==> config.mk <==
export PLATFORM = sky130hd
export DESIGN_NAME = uemcr_regs
export DESIGN_NICKNAME = d
export VERILOG_FILES = /design/src/verilog/uemcr_pkg.sv /design/src/verilog/uemcr_cnt_reg.sv /design/src/verilog/uemcr_mode_reg.sv /design/src/verilog/uemcr_regs.sv
export SDC_FILE = /design/constraint.sdc
export NUM_CORES = 1
export LEC_CHECK = 0
export BUFFER_PORTS_ARGS = -buffer_cell sky130_fd_sc_hd__buf_2
export CORE_UTILIZATION = 45
export DETAILED_ROUTE_END_ITERATION = 10
export GPL_ROUTABILITY_DRIVEN = 0
export GPL_TIMING_DRIVEN = 1
export PLACE_DENSITY = 0.7
export SLEW_MARGIN = 25
export SYNTH_ARGS = -nofsm -noshare
export SYNTH_HDL_FRONTEND = slang
export SYNTH_SLANG_ARGS = --single-unit
==> constraint.sdc <==
create_clock -name sys_clk -period 2.6 [get_ports sys_clk]
set_input_delay 0.39 -clock sys_clk [delete_from_list [all_inputs] [get_ports sys_clk]]
set_output_delay 0.39 -clock sys_clk [all_outputs]
set_load 0.01 [all_outputs]
==> src/verilog/uemcr_pkg.sv <==
// Package of offsets, field positions, reset values and codes for the endpoint mode and count registers
package uemcr_pkg;
	// Register offsets in I/O space
	localparam logic [7:0] OFS_A0_CNT = 8'h11;
	localparam logic [7:0] OFS_A0_MODE = 8'h12;
	localparam logic [7:0] OFS_A1_CNT = 8'h13;
	localparam logic [7:0] OFS_A1_MODE = 8'h14;
	localparam logic [7:0] OFS_A2_CNT = 8'h15;
	localparam logic [7:0] OFS_A2_MODE = 8'h16;
	localparam logic [7:0] OFS_B0_CNT = 8'h41;
	localparam logic [7:0] OFS_B0_MODE = 8'h42;
	localparam logic [7:0] OFS_B1_CNT = 8'h43;
	localparam logic [7:0] OFS_B1_MODE = 8'h44;
	localparam int NUM_EP = 5;
	localparam logic [7:0] MODE_OFS [NUM_EP] = '{OFS_A0_MODE, OFS_A1_MODE, OFS_A2_MODE, OFS_B0_MODE, OFS_B1_MODE};
	localparam logic [7:0] CNT_OFS [NUM_EP] = '{OFS_A0_CNT, OFS_A1_CNT, OFS_A2_CNT, OFS_B0_CNT, OFS_B1_CNT};
	// Endpoint index of the two control endpoints
	localparam logic [2:0] EP_A0 = 3'h0;
	localparam logic [2:0] EP_B0 = 3'h3;
	// Reset values
	localparam logic [7:0] MODE_RST = 8'h00;
	localparam logic [7:0] CNT_RST = 8'h00;
	localparam logic [7:0] RDATA_UNMAPPED = 8'h00;
	// Mode register fields
	localparam int MB_SETUP = 7;
	localparam int MB_STALL = 7;
	localparam int MB_IN = 6;
	localparam int MB_OUT = 5;
	localparam int MB_ACK = 4;
	// Counter register fields
	localparam int CB_TOGGLE = 7;
	localparam int CB_VALID = 6;
	localparam logic [5:0] CRC_BYTES = 6'h02;
	// Mode codes
	localparam logic [3:0] MODE_DISABLE = 4'h0;
	localparam logic [3:0] MODE_NAK_INOUT = 4'h1;
	localparam logic [3:0] MODE_ACK_OUT = 4'h9;
	localparam logic [3:0] MODE_ACK_IN = 4'hd;
	// Tokens reported by the protocol engine
	typedef enum logic [1:0] {
		TOK_NONE = 2'h0,
		TOK_SETUP = 2'h1,
		TOK_OUT = 2'h3,
		TOK_IN = 2'h2
	} uemcr_tok_t;
	// Modes that answer a SETUP token
	function automatic logic uemcr_setup_ok(input logic [3:0] m);
		uemcr_setup_ok = (m inside {4'h1, 4'h2, 4'h3, 4'h4, 4'h6, 4'ha, 4'hb, 4'he, 4'hf});
	endfunction : uemcr_setup_ok
endpackage : uemcr_pkg

==> src/verilog/uemcr_cnt_reg.sv <==
// One endpoint counter register with engine update and write lock
`timescale 1ns/1ns
`default_nettype none
module uemcr_cnt_reg import uemcr_pkg::*; (
	input wire logic sys_clk,
	input wire logic arst_n,
	input wire logic is_ctrl,
	input wire logic cpu_wr,
	input wire logic cpu_rd,
	input wire logic [7:0] cpu_wdata,
	input wire logic eng_upd,
	input wire logic [7:0] eng_val,
	output logic [7:0] reg_ff,
	output logic lock_ff
);
	// Lock on a received-data update of endpoint zero
	always_ff @(posedge sys_clk or negedge arst_n) begin
		if (!arst_n) begin
			lock_ff <= 1'b0;
		end else if (eng_upd && is_ctrl) begin
			lock_ff <= 1'b1;
		end else if (cpu_rd) begin
			lock_ff <= 1'b0;
		end
	end
	// Count value: engine first, then unlocked writes
	always_ff @(posedge sys_clk or negedge arst_n) begin
		if (!arst_n) begin
			reg_ff <= CNT_RST;
		end else if (eng_upd) begin
			reg_ff <= eng_val;
		end else if (cpu_wr && !(is_ctrl && lock_ff)) begin
			reg_ff <= cpu_wdata;
		end
	end
endmodule : uemcr_cnt_reg
`default_nettype wire

==> src/verilog/uemcr_mode_reg.sv <==
// One endpoint mode register with engine update, write lock and SETUP flag
`timescale 1ns/1ns
`default_nettype none
module uemcr_mode_reg import uemcr_pkg::*; (
	input wire logic sys_clk,
	input wire logic arst_n,
	input wire logic is_ctrl,
	input wire logic cpu_wr,
	input wire logic cpu_rd,
	input wire logic [7:0] cpu_wdata,
	input wire logic eng_upd,
	input wire logic [6:0] eng_val,
	input wire logic setup_force,
	output logic [7:0] reg_ff,
	output logic lock_ff
);
	// Lower seven bits and top bit kept apart so each has one writer
	logic [6:0] low_ff;
	logic top_ff;

	// Register value as seen by the bus and the engine
	assign reg_ff = {top_ff, low_ff};

	// Lock after an engine update of a control endpoint, released by a later read
	always_ff @(posedge sys_clk or negedge arst_n) begin
		if (!arst_n) begin
			lock_ff <= 1'b0;
		end else if (eng_upd && is_ctrl) begin
			lock_ff <= 1'b1;
		end else if (cpu_rd) begin
			lock_ff <= 1'b0;
		end
	end
	// Low seven bits: engine first, then unlocked writes
	always_ff @(posedge sys_clk or negedge arst_n) begin
		if (!arst_n) begin
			low_ff <= MODE_RST[6:0];
		end else if (eng_upd) begin
			low_ff <= eng_val;
		end else if (cpu_wr && !(is_ctrl && lock_ff)) begin
			low_ff <= cpu_wdata[6:0];
		end
	end
	// Top bit: SETUP flag on control endpoints, STALL elsewhere
	always_ff @(posedge sys_clk or negedge arst_n) begin
		if (!arst_n) begin
			top_ff <= MODE_RST[7];
		end else if (is_ctrl) begin
			if (setup_force) begin
				top_ff <= 1'b1;
			end else if (cpu_wr) begin
				top_ff <= 1'b0;
			end
		end else if (cpu_wr) begin
			top_ff <= cpu_wdata[MB_STALL];
		end
	end
endmodule : uemcr_mode_reg
`default_nettype wire

==> src/verilog/uemcr_regs.sv <==
// Endpoint mode and byte-count registers of the full-speed device protocol engine
// How it works
// - Every mode register clears to zero on reset.
// - In five-endpoint mode the 0x42 register acts as non-control endpoint three.
// - ACK bit 4 is set when a transaction ends with an ACK.
// - Control OUT flag bit 5 reports an OUT token; firmware clears it.
// - Control IN flag bit 6 reports an IN token; firmware clears it.
// - Only the engine sets SETUP bit 7; a processor write clears it unless the SETUP hold is active.
// - SETUP flag held high from SETUP data start until ACK start.
// - Engine update locks endpoint-zero mode bits 6:0 until the next read.
// - Mode registers of other endpoints never lock.
// - Endpoint-zero FIFO writes are blocked while SETUP flag is high.
// - STALL stalls OUT in ACK-IN mode and IN in ACK-OUT mode.
// - OUT or SETUP: hardware writes received bytes plus two CRC bytes.
// - Data valid bit 6 follows received CRC; interrupt still occurs on bad CRC.
// - Counter bit 7 is the data toggle; hardware copies received toggle.
// - OUT or SETUP update locks endpoint-zero counter until read.
// - Only a read after the update point, or a reset, unlocks.
// - Update point refreshes mode bits, and counter bits on OUT or SETUP; it raises endpoint interrupt on ACK or on OUT/SETUP bad CRC.
// - Mode 0000 ignores all traffic, except that the SETUP hold still sets bit 7 of a control endpoint; every endpoint starts disabled.
// - An ACK in an ACK mode turns it into the matching NAK mode.
// - A SETUP to a SETUP-accepting mode switches it to 0001.
`timescale 1ns/1ns
`default_nettype none
module uemcr_regs import uemcr_pkg::*; #(
	parameter int CNT_W = 6
) (
	input wire logic sys_clk,
	input wire logic arst_n,
	input wire logic cfg_five_ep,
	input wire logic [7:0] io_addr,
	input wire logic io_read_instruction,
	input wire logic io_write_instruction,
	input wire logic [7:0] io_wdata,
	output logic [7:0] io_rdata_ff,
	input wire logic eng_upd,
	input wire logic [2:0] eng_ep,
	input wire logic [1:0] eng_tok,
	input wire logic eng_acked,
	input wire logic eng_crc_ok,
	input wire logic eng_rx_toggle,
	input wire logic [CNT_W-1:0] eng_rx_bytes,
	input wire logic eng_setup_hold,
	output logic [8*NUM_EP-1:0] ep_mode_ff,
	output logic [8*NUM_EP-1:0] ep_cnt_ff,
	output logic [NUM_EP-1:0] ep_int_ff,
	output logic [NUM_EP-1:0] stall_in_ff,
	output logic [NUM_EP-1:0] stall_out_ff,
	output logic fifo_a0_wr_block_ff,
	output logic fifo_b0_wr_block_ff
);
	logic [7:0] mode_q [NUM_EP];
	logic [7:0] cnt_q [NUM_EP];
	logic [NUM_EP-1:0] mode_lock;
	logic [NUM_EP-1:0] cnt_lock;
	logic [NUM_EP-1:0] is_ctrl;
	logic [NUM_EP-1:0] mode_wr;
	logic [NUM_EP-1:0] mode_rd;
	logic [NUM_EP-1:0] cnt_wr;
	logic [NUM_EP-1:0] cnt_rd;
	logic [NUM_EP-1:0] mode_upd;
	logic [NUM_EP-1:0] cnt_upd;
	logic [NUM_EP-1:0] setup_force;
	logic [NUM_EP-1:0] int_due;
	logic [6:0] mode_val [NUM_EP];
	logic [7:0] cnt_val;
	logic rx_tok;
	logic [7:0] nxt_rdata;

	// Received-data tokens update the counter
	assign rx_tok = (eng_tok == TOK_OUT) || (eng_tok == TOK_SETUP);

	// Counter value written on OUT or SETUP
	assign cnt_val = {eng_rx_toggle, eng_crc_ok, CNT_W'(eng_rx_bytes + CRC_BYTES)};

	// Per-endpoint decode, update values and control identity
	always_comb begin
		for (int i = 0; i < NUM_EP; i++) begin
			is_ctrl[i] = (3'(i) == EP_A0) || ((3'(i) == EP_B0) && !cfg_five_ep);
			mode_wr[i] = io_write_instruction && (io_addr == MODE_OFS[i]);
			mode_rd[i] = io_read_instruction && (io_addr == MODE_OFS[i]);
			cnt_wr[i] = io_write_instruction && (io_addr == CNT_OFS[i]);
			cnt_rd[i] = io_read_instruction && (io_addr == CNT_OFS[i]);
			// Disabled endpoints take no engine update; the SETUP hold still reaches them through setup_force
			mode_upd[i] = eng_upd && (eng_ep == 3'(i)) && (mode_q[i][3:0] != MODE_DISABLE);
			cnt_upd[i] = mode_upd[i] && rx_tok;
			int_due[i] = mode_upd[i] && (eng_acked || (rx_tok && !eng_crc_ok));
			setup_force[i] = eng_setup_hold && (eng_ep == 3'(i)) && is_ctrl[i];
			mode_val[i] = mode_q[i][6:0];
			mode_val[i][MB_ACK] = eng_acked;
			if (is_ctrl[i]) begin
				mode_val[i][MB_IN] = (eng_tok == TOK_IN);
				mode_val[i][MB_OUT] = (eng_tok == TOK_OUT);
			end
			if ((eng_tok == TOK_SETUP) && uemcr_setup_ok(mode_q[i][3:0])) begin
				mode_val[i][3:0] = MODE_NAK_INOUT;
			end else if (eng_acked && mode_q[i][3] && mode_q[i][0]) begin
				mode_val[i][3:0] = {mode_q[i][3:1], 1'b0};
			end
		end
	end

	// One mode and one counter register per endpoint
	for (genvar g = 0; g < NUM_EP; g++) begin : g_ep
		uemcr_mode_reg u_mode (
			.sys_clk(sys_clk),
			.arst_n(arst_n),
			.is_ctrl(is_ctrl[g]),
			.cpu_wr(mode_wr[g]),
			.cpu_rd(mode_rd[g]),
			.cpu_wdata(io_wdata),
			.eng_upd(mode_upd[g]),
			.eng_val(mode_val[g]),
			.setup_force(setup_force[g]),
			.reg_ff(mode_q[g]),
			.lock_ff(mode_lock[g])
		);
		uemcr_cnt_reg u_cnt (
			.sys_clk(sys_clk),
			.arst_n(arst_n),
			.is_ctrl(is_ctrl[g]),
			.cpu_wr(cnt_wr[g]),
			.cpu_rd(cnt_rd[g]),
			.cpu_wdata(io_wdata),
			.eng_upd(cnt_upd[g]),
			.eng_val(cnt_val),
			.reg_ff(cnt_q[g]),
			.lock_ff(cnt_lock[g])
		);
		assign ep_mode_ff[8*g +: 8] = mode_q[g];
		assign ep_cnt_ff[8*g +: 8] = cnt_q[g];
	end

	// Read data select, unmapped addresses read zero
	always_comb begin
		nxt_rdata = RDATA_UNMAPPED;
		for (int i = 0; i < NUM_EP; i++) begin
			if (io_addr == MODE_OFS[i]) begin
				nxt_rdata = mode_q[i];
			end
			if (io_addr == CNT_OFS[i]) begin
				nxt_rdata = cnt_q[i];
			end
		end
	end

	// Read data register, loaded on each read instruction
	always_ff @(posedge sys_clk or negedge arst_n) begin
		if (!arst_n) begin
			io_rdata_ff <= RDATA_UNMAPPED;
		end else if (io_read_instruction) begin
			io_rdata_ff <= nxt_rdata;
		end
	end

	// Endpoint interrupt flag pulse at the update point
	always_ff @(posedge sys_clk or negedge arst_n) begin
		if (!arst_n) begin
			ep_int_ff <= '0;
		end else begin
			ep_int_ff <= int_due;
		end
	end

	// Stall decisions for non-control endpoints
	always_ff @(posedge sys_clk or negedge arst_n) begin
		if (!arst_n) begin
			stall_in_ff <= '0;
			stall_out_ff <= '0;
		end else begin
			for (int i = 0; i < NUM_EP; i++) begin
				stall_out_ff[i] <= !is_ctrl[i] && mode_q[i][MB_STALL] && (mode_q[i][3:0] == MODE_ACK_IN);
				stall_in_ff[i] <= !is_ctrl[i] && mode_q[i][MB_STALL] && (mode_q[i][3:0] == MODE_ACK_OUT);
			end
		end
	end

	// Endpoint-zero FIFO write block while SETUP is pending
	always_ff @(posedge sys_clk or negedge arst_n) begin
		if (!arst_n) begin
			fifo_a0_wr_block_ff <= 1'b0;
			fifo_b0_wr_block_ff <= 1'b0;
		end else begin
			fifo_a0_wr_block_ff <= setup_force[EP_A0] || mode_q[EP_A0][MB_SETUP];
			fifo_b0_wr_block_ff <= setup_force[EP_B0] || (is_ctrl[EP_B0] && mode_q[EP_B0][MB_SETUP]);
		end
	end
endmodule : uemcr_regs
`default_nettype wire
### Word-level counts from Yosys, hierarchy flattened

Cells that the tools add are included.

* add/sub/neg operators: 1
* $mul: 0
* div/mod/pow operators: 0
* order comparisons: 0
* equality and inequality tests: 82
* shifts and indexed selects: 0
* mux-type cells: 55
* bitwise logic cells: 3
* reduce and logical (&&, ||, !) cells: 123

Operator list (number)
* $mux 8: 20
* $eq 4x4->1 const B: 28
* $logic_and 1x1->1: 71
* $eq 8x5->1 const B: 6
* $reduce_bool 9->1: 5
* $eq 4x2->1 const B: 10
* $eq 4x3->1 const B: 10
* $eq 8x7->1 const B: 4
* $reduce_bool 2->1: 16
* $mux 5: 6
* $reduce_and 2->1: 15
* $mux 7: 4
* $eq 4x1->1 const B: 5
* $mux 4: 5
* $reduce_bool 4->1: 5
* $mux 1: 19
* $ne 3x3->1 const B: 5
* $ne 2x2->1 const B: 6
* $add 6x2->6 const B: 1
* $eq 3x2->1 const B: 2
* $logic_not 1->1: 6
* $eq 2x2->1 const B: 2
* $logic_or 1x1->1: 4
* $eq 3x1->1 const B: 1
* other kinds (6): 8

* flip-flop bits (word level): 107
* bits in latches: 0
* memory bits (writable): 0
* ROM bits: 0
* input bits: 37
* output and inout bits: 105
* memories: 0

### Depth between registers and ports, before layout

* depth after elaboration: 11
* mapped depth: 8
* gate-level depth less buffers: 5

### By module

A second synthesis with hierarchy kept.

* cells, all modules: 638
* area total of the unflattened synthesis: 7210.7 sq um

By module, submodules not included
* uemcr_mode_reg: instances 5, cells each 34, area an instance 483.0 sq um, sequential area each 225.2 sq um
* uemcr_regs: instances 1, cells each 313, area an instance 2399.8 sq um, sequential area each 575.6 sq um
* uemcr_cnt_reg: instances 5, cells each 31, area an instance 479.2 sq um, sequential area each 225.2 sq um

### Worst setup path before layout

Ideal clock, no wire load.

* path type: input to register
* from: input port io_addr[0]
* to: register g_ep[3].u_mode.low_ff[5]
* setup time: 0.126 ns
* arrival time: 1.892 ns
* slack: 0.582 ns
* stages on the path: 6
* path buffers: 1
* path through: buf_4 > nor4b_4 > o2111ai_2 > and2_1 > o21bai_1 > a221o_1

* cells in the longest elaborated chain, start to end: 5

Ends and longest elaborated chain
* start: declaration: line uemcr_regs.sv:31 `input wire logic [7:0] io_addr,`
* $eq 8x7->1: line uemcr_regs.sv:80 `mode_wr[i] = io_write_instruction && (io_addr == MODE_OFS[i]);`
* $logic_and 1x1->1: line uemcr_regs.sv:80
* $logic_and 1x1->1: line uemcr_mode_reg.sv:40 `end else if (cpu_wr && !(is_ctrl && lock_ff)) begin`
* $reduce_bool 2->1 (no source line)
* $reduce_and 2->1 (no source line)
* end signal: assignment: line uemcr_mode_reg.sv:37 `low_ff <= MODE_RST[6:0];`
* end signal: assignment: line uemcr_mode_reg.sv:39 `low_ff <= eng_val;`
* end signal: assignment: line uemcr_mode_reg.sv:41 `low_ff <= cpu_wdata[6:0];`
* end: declaration: line uemcr_mode_reg.sv:18 `logic [6:0] low_ff;`

No other way between the ends.
A chain may end at the register's enable or synchronous reset.

### Final worst setup path

* from: register g_ep[3].u_mode.low_ff[3]
* to: register g_ep[3].u_mode.low_ff[3]

* cells in the longest elaborated chain, start to end: 5

Ends and longest elaborated chain
* $eq 4x1->1, or another cell as far along: line uemcr_pkg.sv:48 `uemcr_setup_ok = (m inside {4'h1, 4'h2, 4'h3, 4'h4, 4'h6, 4'ha, 4'hb, 4'he, 4'hf});`
* $reduce_bool 9->1: line uemcr_pkg.sv:48
* $logic_and 1x1->1: line uemcr_regs.sv:95 `if ((eng_tok == TOK_SETUP) && uemcr_setup_ok(mode_q[i][3:0])) begin`
* $ne 2x2->1 (no source line)
* $reduce_and 2->1 (no source line)

Parallel ways exist; a longest one is shown, timed or not.

==> results.txt <==
clk slew on worst S/H paths: 0.07 ns
period utilization: 85.4%
Final nets: 779
critical path startpoint category: flip-flop
ys async rst share: 100%
GRT overflow: 0
pin count of the biggest net entering global routing: 59
LEAKAGE: 3.60 nW
Post-CTS Setup Inserts: 0
Critical Path End Type: flip-flop
WP data arrival: 2.46 ns
Vias: 5,739
YS warnings: 0
row cnt: 41
Total GRT Usage: 30.6%
clk buf depth: 2
Top FF cell, synth: dfrtp_1
DR DRC count: 0
Area Overhead vs Synth: 19.2%
Die Height: 117 µm
Hold Crit Class: input pin to flip-flop
Mapped Cells: 619
CP required: 2.84 ns
first-pass GRT wire length: 32,000 µm
VDD IR max: 440 µV
Routed wire per std cell: 22.4 µm
CTS Hold Bufs: 1
status: completed
Fin. Hold Viols: 0
die width: 117 µm
Unique masters post-synth: 73
Post-synth EDFFs: 0
Worst-Margin Slew: 0.654 ns
Setup violations, final: 0
latest clock arrival within the worst-skew pair: 0.36 ns
die area: 0.0138 mm²
largest area contributor in the netlist: dfrtp_1
RSZ-0062 raised after global routing: no
root buf cell: clkbuf_16
Placed Area: 0.00683 mm²
TritonCTS buffer count: 9
core region area: 0.0128 mm²
starting density of the core: 46.8%
synthesized flop and latch total: 107
layout cells sized above 1: 28.3%
vias per cell: 6.24
Final Critical Period: 2.22 ns
clk_skew: 0.00997 ns
H-Tree Depth: 3
most numerous cell in the Yosys netlist: dfrtp_1
vias in the first global route: 5,450
leading cell types by total area after synthesis: dfrtp_1 45%, mux2i_1 7.7%, o21ai_0 4.4%
Max Slew Vio Count: 0
drt pass-1 iters: 5
Synth top area share: 44.6%
CTS tree: done
Filler cells: 1,191
max cap viols: 0
number of DRC markers in iteration 0: 682
CP Class: flip-flop to flip-flop
Slew headroom: 56.0%
multi-input logic area: 0.00306 mm²
post-cts resize count: 0
Seq/Total Area, Yosys: 44.6%
Post-synth top cells: 107 x dfrtp_1, 56 x nand2_1, 53 x o21ai_0
setup_tns: 0 ns
Cell Pwr Density: 658 mW/mm²
area of the mapped netlist: 0.00600 mm²
Final Cell Area: 0.00715 mm²
I/O pin cnt: 142
Avg Synthesized Cell Area: 9.69 µm²
ANT nets after route: 0
# port buffers: 139
FMAX: 451 MHz
antenna violations before repair: 1
maximum fanout along the worst path: 10
Routed WL: 20,600 µm
FF+latch area: 0.00268 mm²
CTS Sinks: 107
HPWL after DPL: 15,100 µm
power breakdown:
part | switching [mW] | internal (mW)
combinational | 0.576 | 0.429
clock | 0.619 | 0.842
sequential | 0.328 | 1.91
critical path: stages, from the launching register on:
cell,delay [ns]
dfrtp_1,0.46
or4_1,0.59
nand3_1,0.32
nor2b_1,0.43
or2_2,0.21
o21ai_0,0.08
sequential cells by signal (all words and copies together) (netlist names):
register / cells
ep_int_ff: 5
fifo_a0_wr_block_ff: 1
fifo_b0_wr_block_ff: 1
g_ep.u_cnt.lock_ff: 2
g_ep.u_cnt.reg_ff: 40
g_ep.u_mode.lock_ff: 2
g_ep.u_mode.low_ff: 35
g_ep.u_mode.top_ff: 5
io_rdata_ff: 8
stall_in_ff: 4
stall_out_ff: 4
metal layers:
| metal | vias up | GRT usage [%] | part of all wire [%] |
|---|---|---|---|
| met5 | - | 0 | 0 |
| met3 | 77 | 6.30 | 10 |
| met1 | 2774 | 41.2 | 40 |
| li1 | 2525 | - | - |
| met2 | 363 | 46.4 | 45 |
| met4 | 0 | 16.4 | 5.0 |
stage by stage:
step	cells	hold WS, ns	util (%)	power [mW]	setup slack (ns)
6_report	919	0.346	55.8	4.71	0.381
5_1_grt	918	0.362	55.7	4.91	0.265
4_1_cts	918	0.351	55.7	4.70	0.404
3_5_place_dp	901	0.257	53.2	3.25	0.269
3_3_place_gp	901	0.263	53.2	3.23	0.307
2_1_floorplan	620	0.0944	-	2.69	0.582
kinds of logic after synthesis:
kind of cell | share of synthesized area [%]
multiplexers | 10.5
flip-flops | 44.6
other | 0.0625
buffers and inverters | 4.59
XOR/XNOR | 0.438
AO/OA/AOI/OAI | 19.8
adder cells (fa/ha/maj) | 0.209
AND/OR/NAND/NOR | 19.7
final cells by class:
| type | count | area share, % |
|---|---|---|
| clock buffers | 11 | 3.25 |
| well taps | 172 | 3.01 |
| flip-flops and latches | 107 | 37.4 |
| repair buffers | 156 | 11.8 |
| diodes | 1 | 0.0350 |
| clock inverters | 5 | 1.08 |
| multi-input cells | 454 | 42.7 |
| inverters | 13 | 0.682 |
worst paths after layout:
path                                     startpoint                        to  slack [ns]  cells past startpoint
max reg2reg                g_ep[3].u_mode.low_ff[3]  g_ep[3].u_mode.low_ff[3]        0.38                      5
max                        g_ep[3].u_mode.low_ff[3]  g_ep[3].u_mode.low_ff[3]        0.38                      5
max in group asynchronous                    arst_n            io_rdata_ff[0]        1.45                      3
min reg2reg                   g_ep[3].u_cnt.lock_ff     g_ep[3].u_cnt.lock_ff        0.54                      2
min in group asynchronous                    arst_n              ep_int_ff[3]        0.43                      2
min                                 eng_rx_bytes[0]   g_ep[2].u_cnt.reg_ff[0]        0.35                      3
placed cells by master (no fill, tap or decap), types with 3 or more instances in the layout:
master     count
a21oi_1       44
nor4b_1        3
o22ai_1        3
nor2b_1       11
a22o_1        16
nand4_1        3
nor2_1        51
nand2b_1       5
o221ai_1       7
and3_1         4
a22oi_1        3
buf_4         16
mux2i_1       46
a211oi_1       8
dfrtp_1      107
o21a_1         3
mux2_2        15
buf_2        138
and2_1         4
o211ai_1       3
or2_2          3
nand3b_1       6
nor3_1         6
a221o_1       11
a31oi_1        4
nand3_1       16
a221oi_1       3
inv_1         13
clkbuf_16      9
or4b_2         3
or4_1          4
nand4b_1       3
o21ai_0       53
nor4b_2        4
nand2_1       56
or3_1          3
Power figures use the tool's default switching activity.
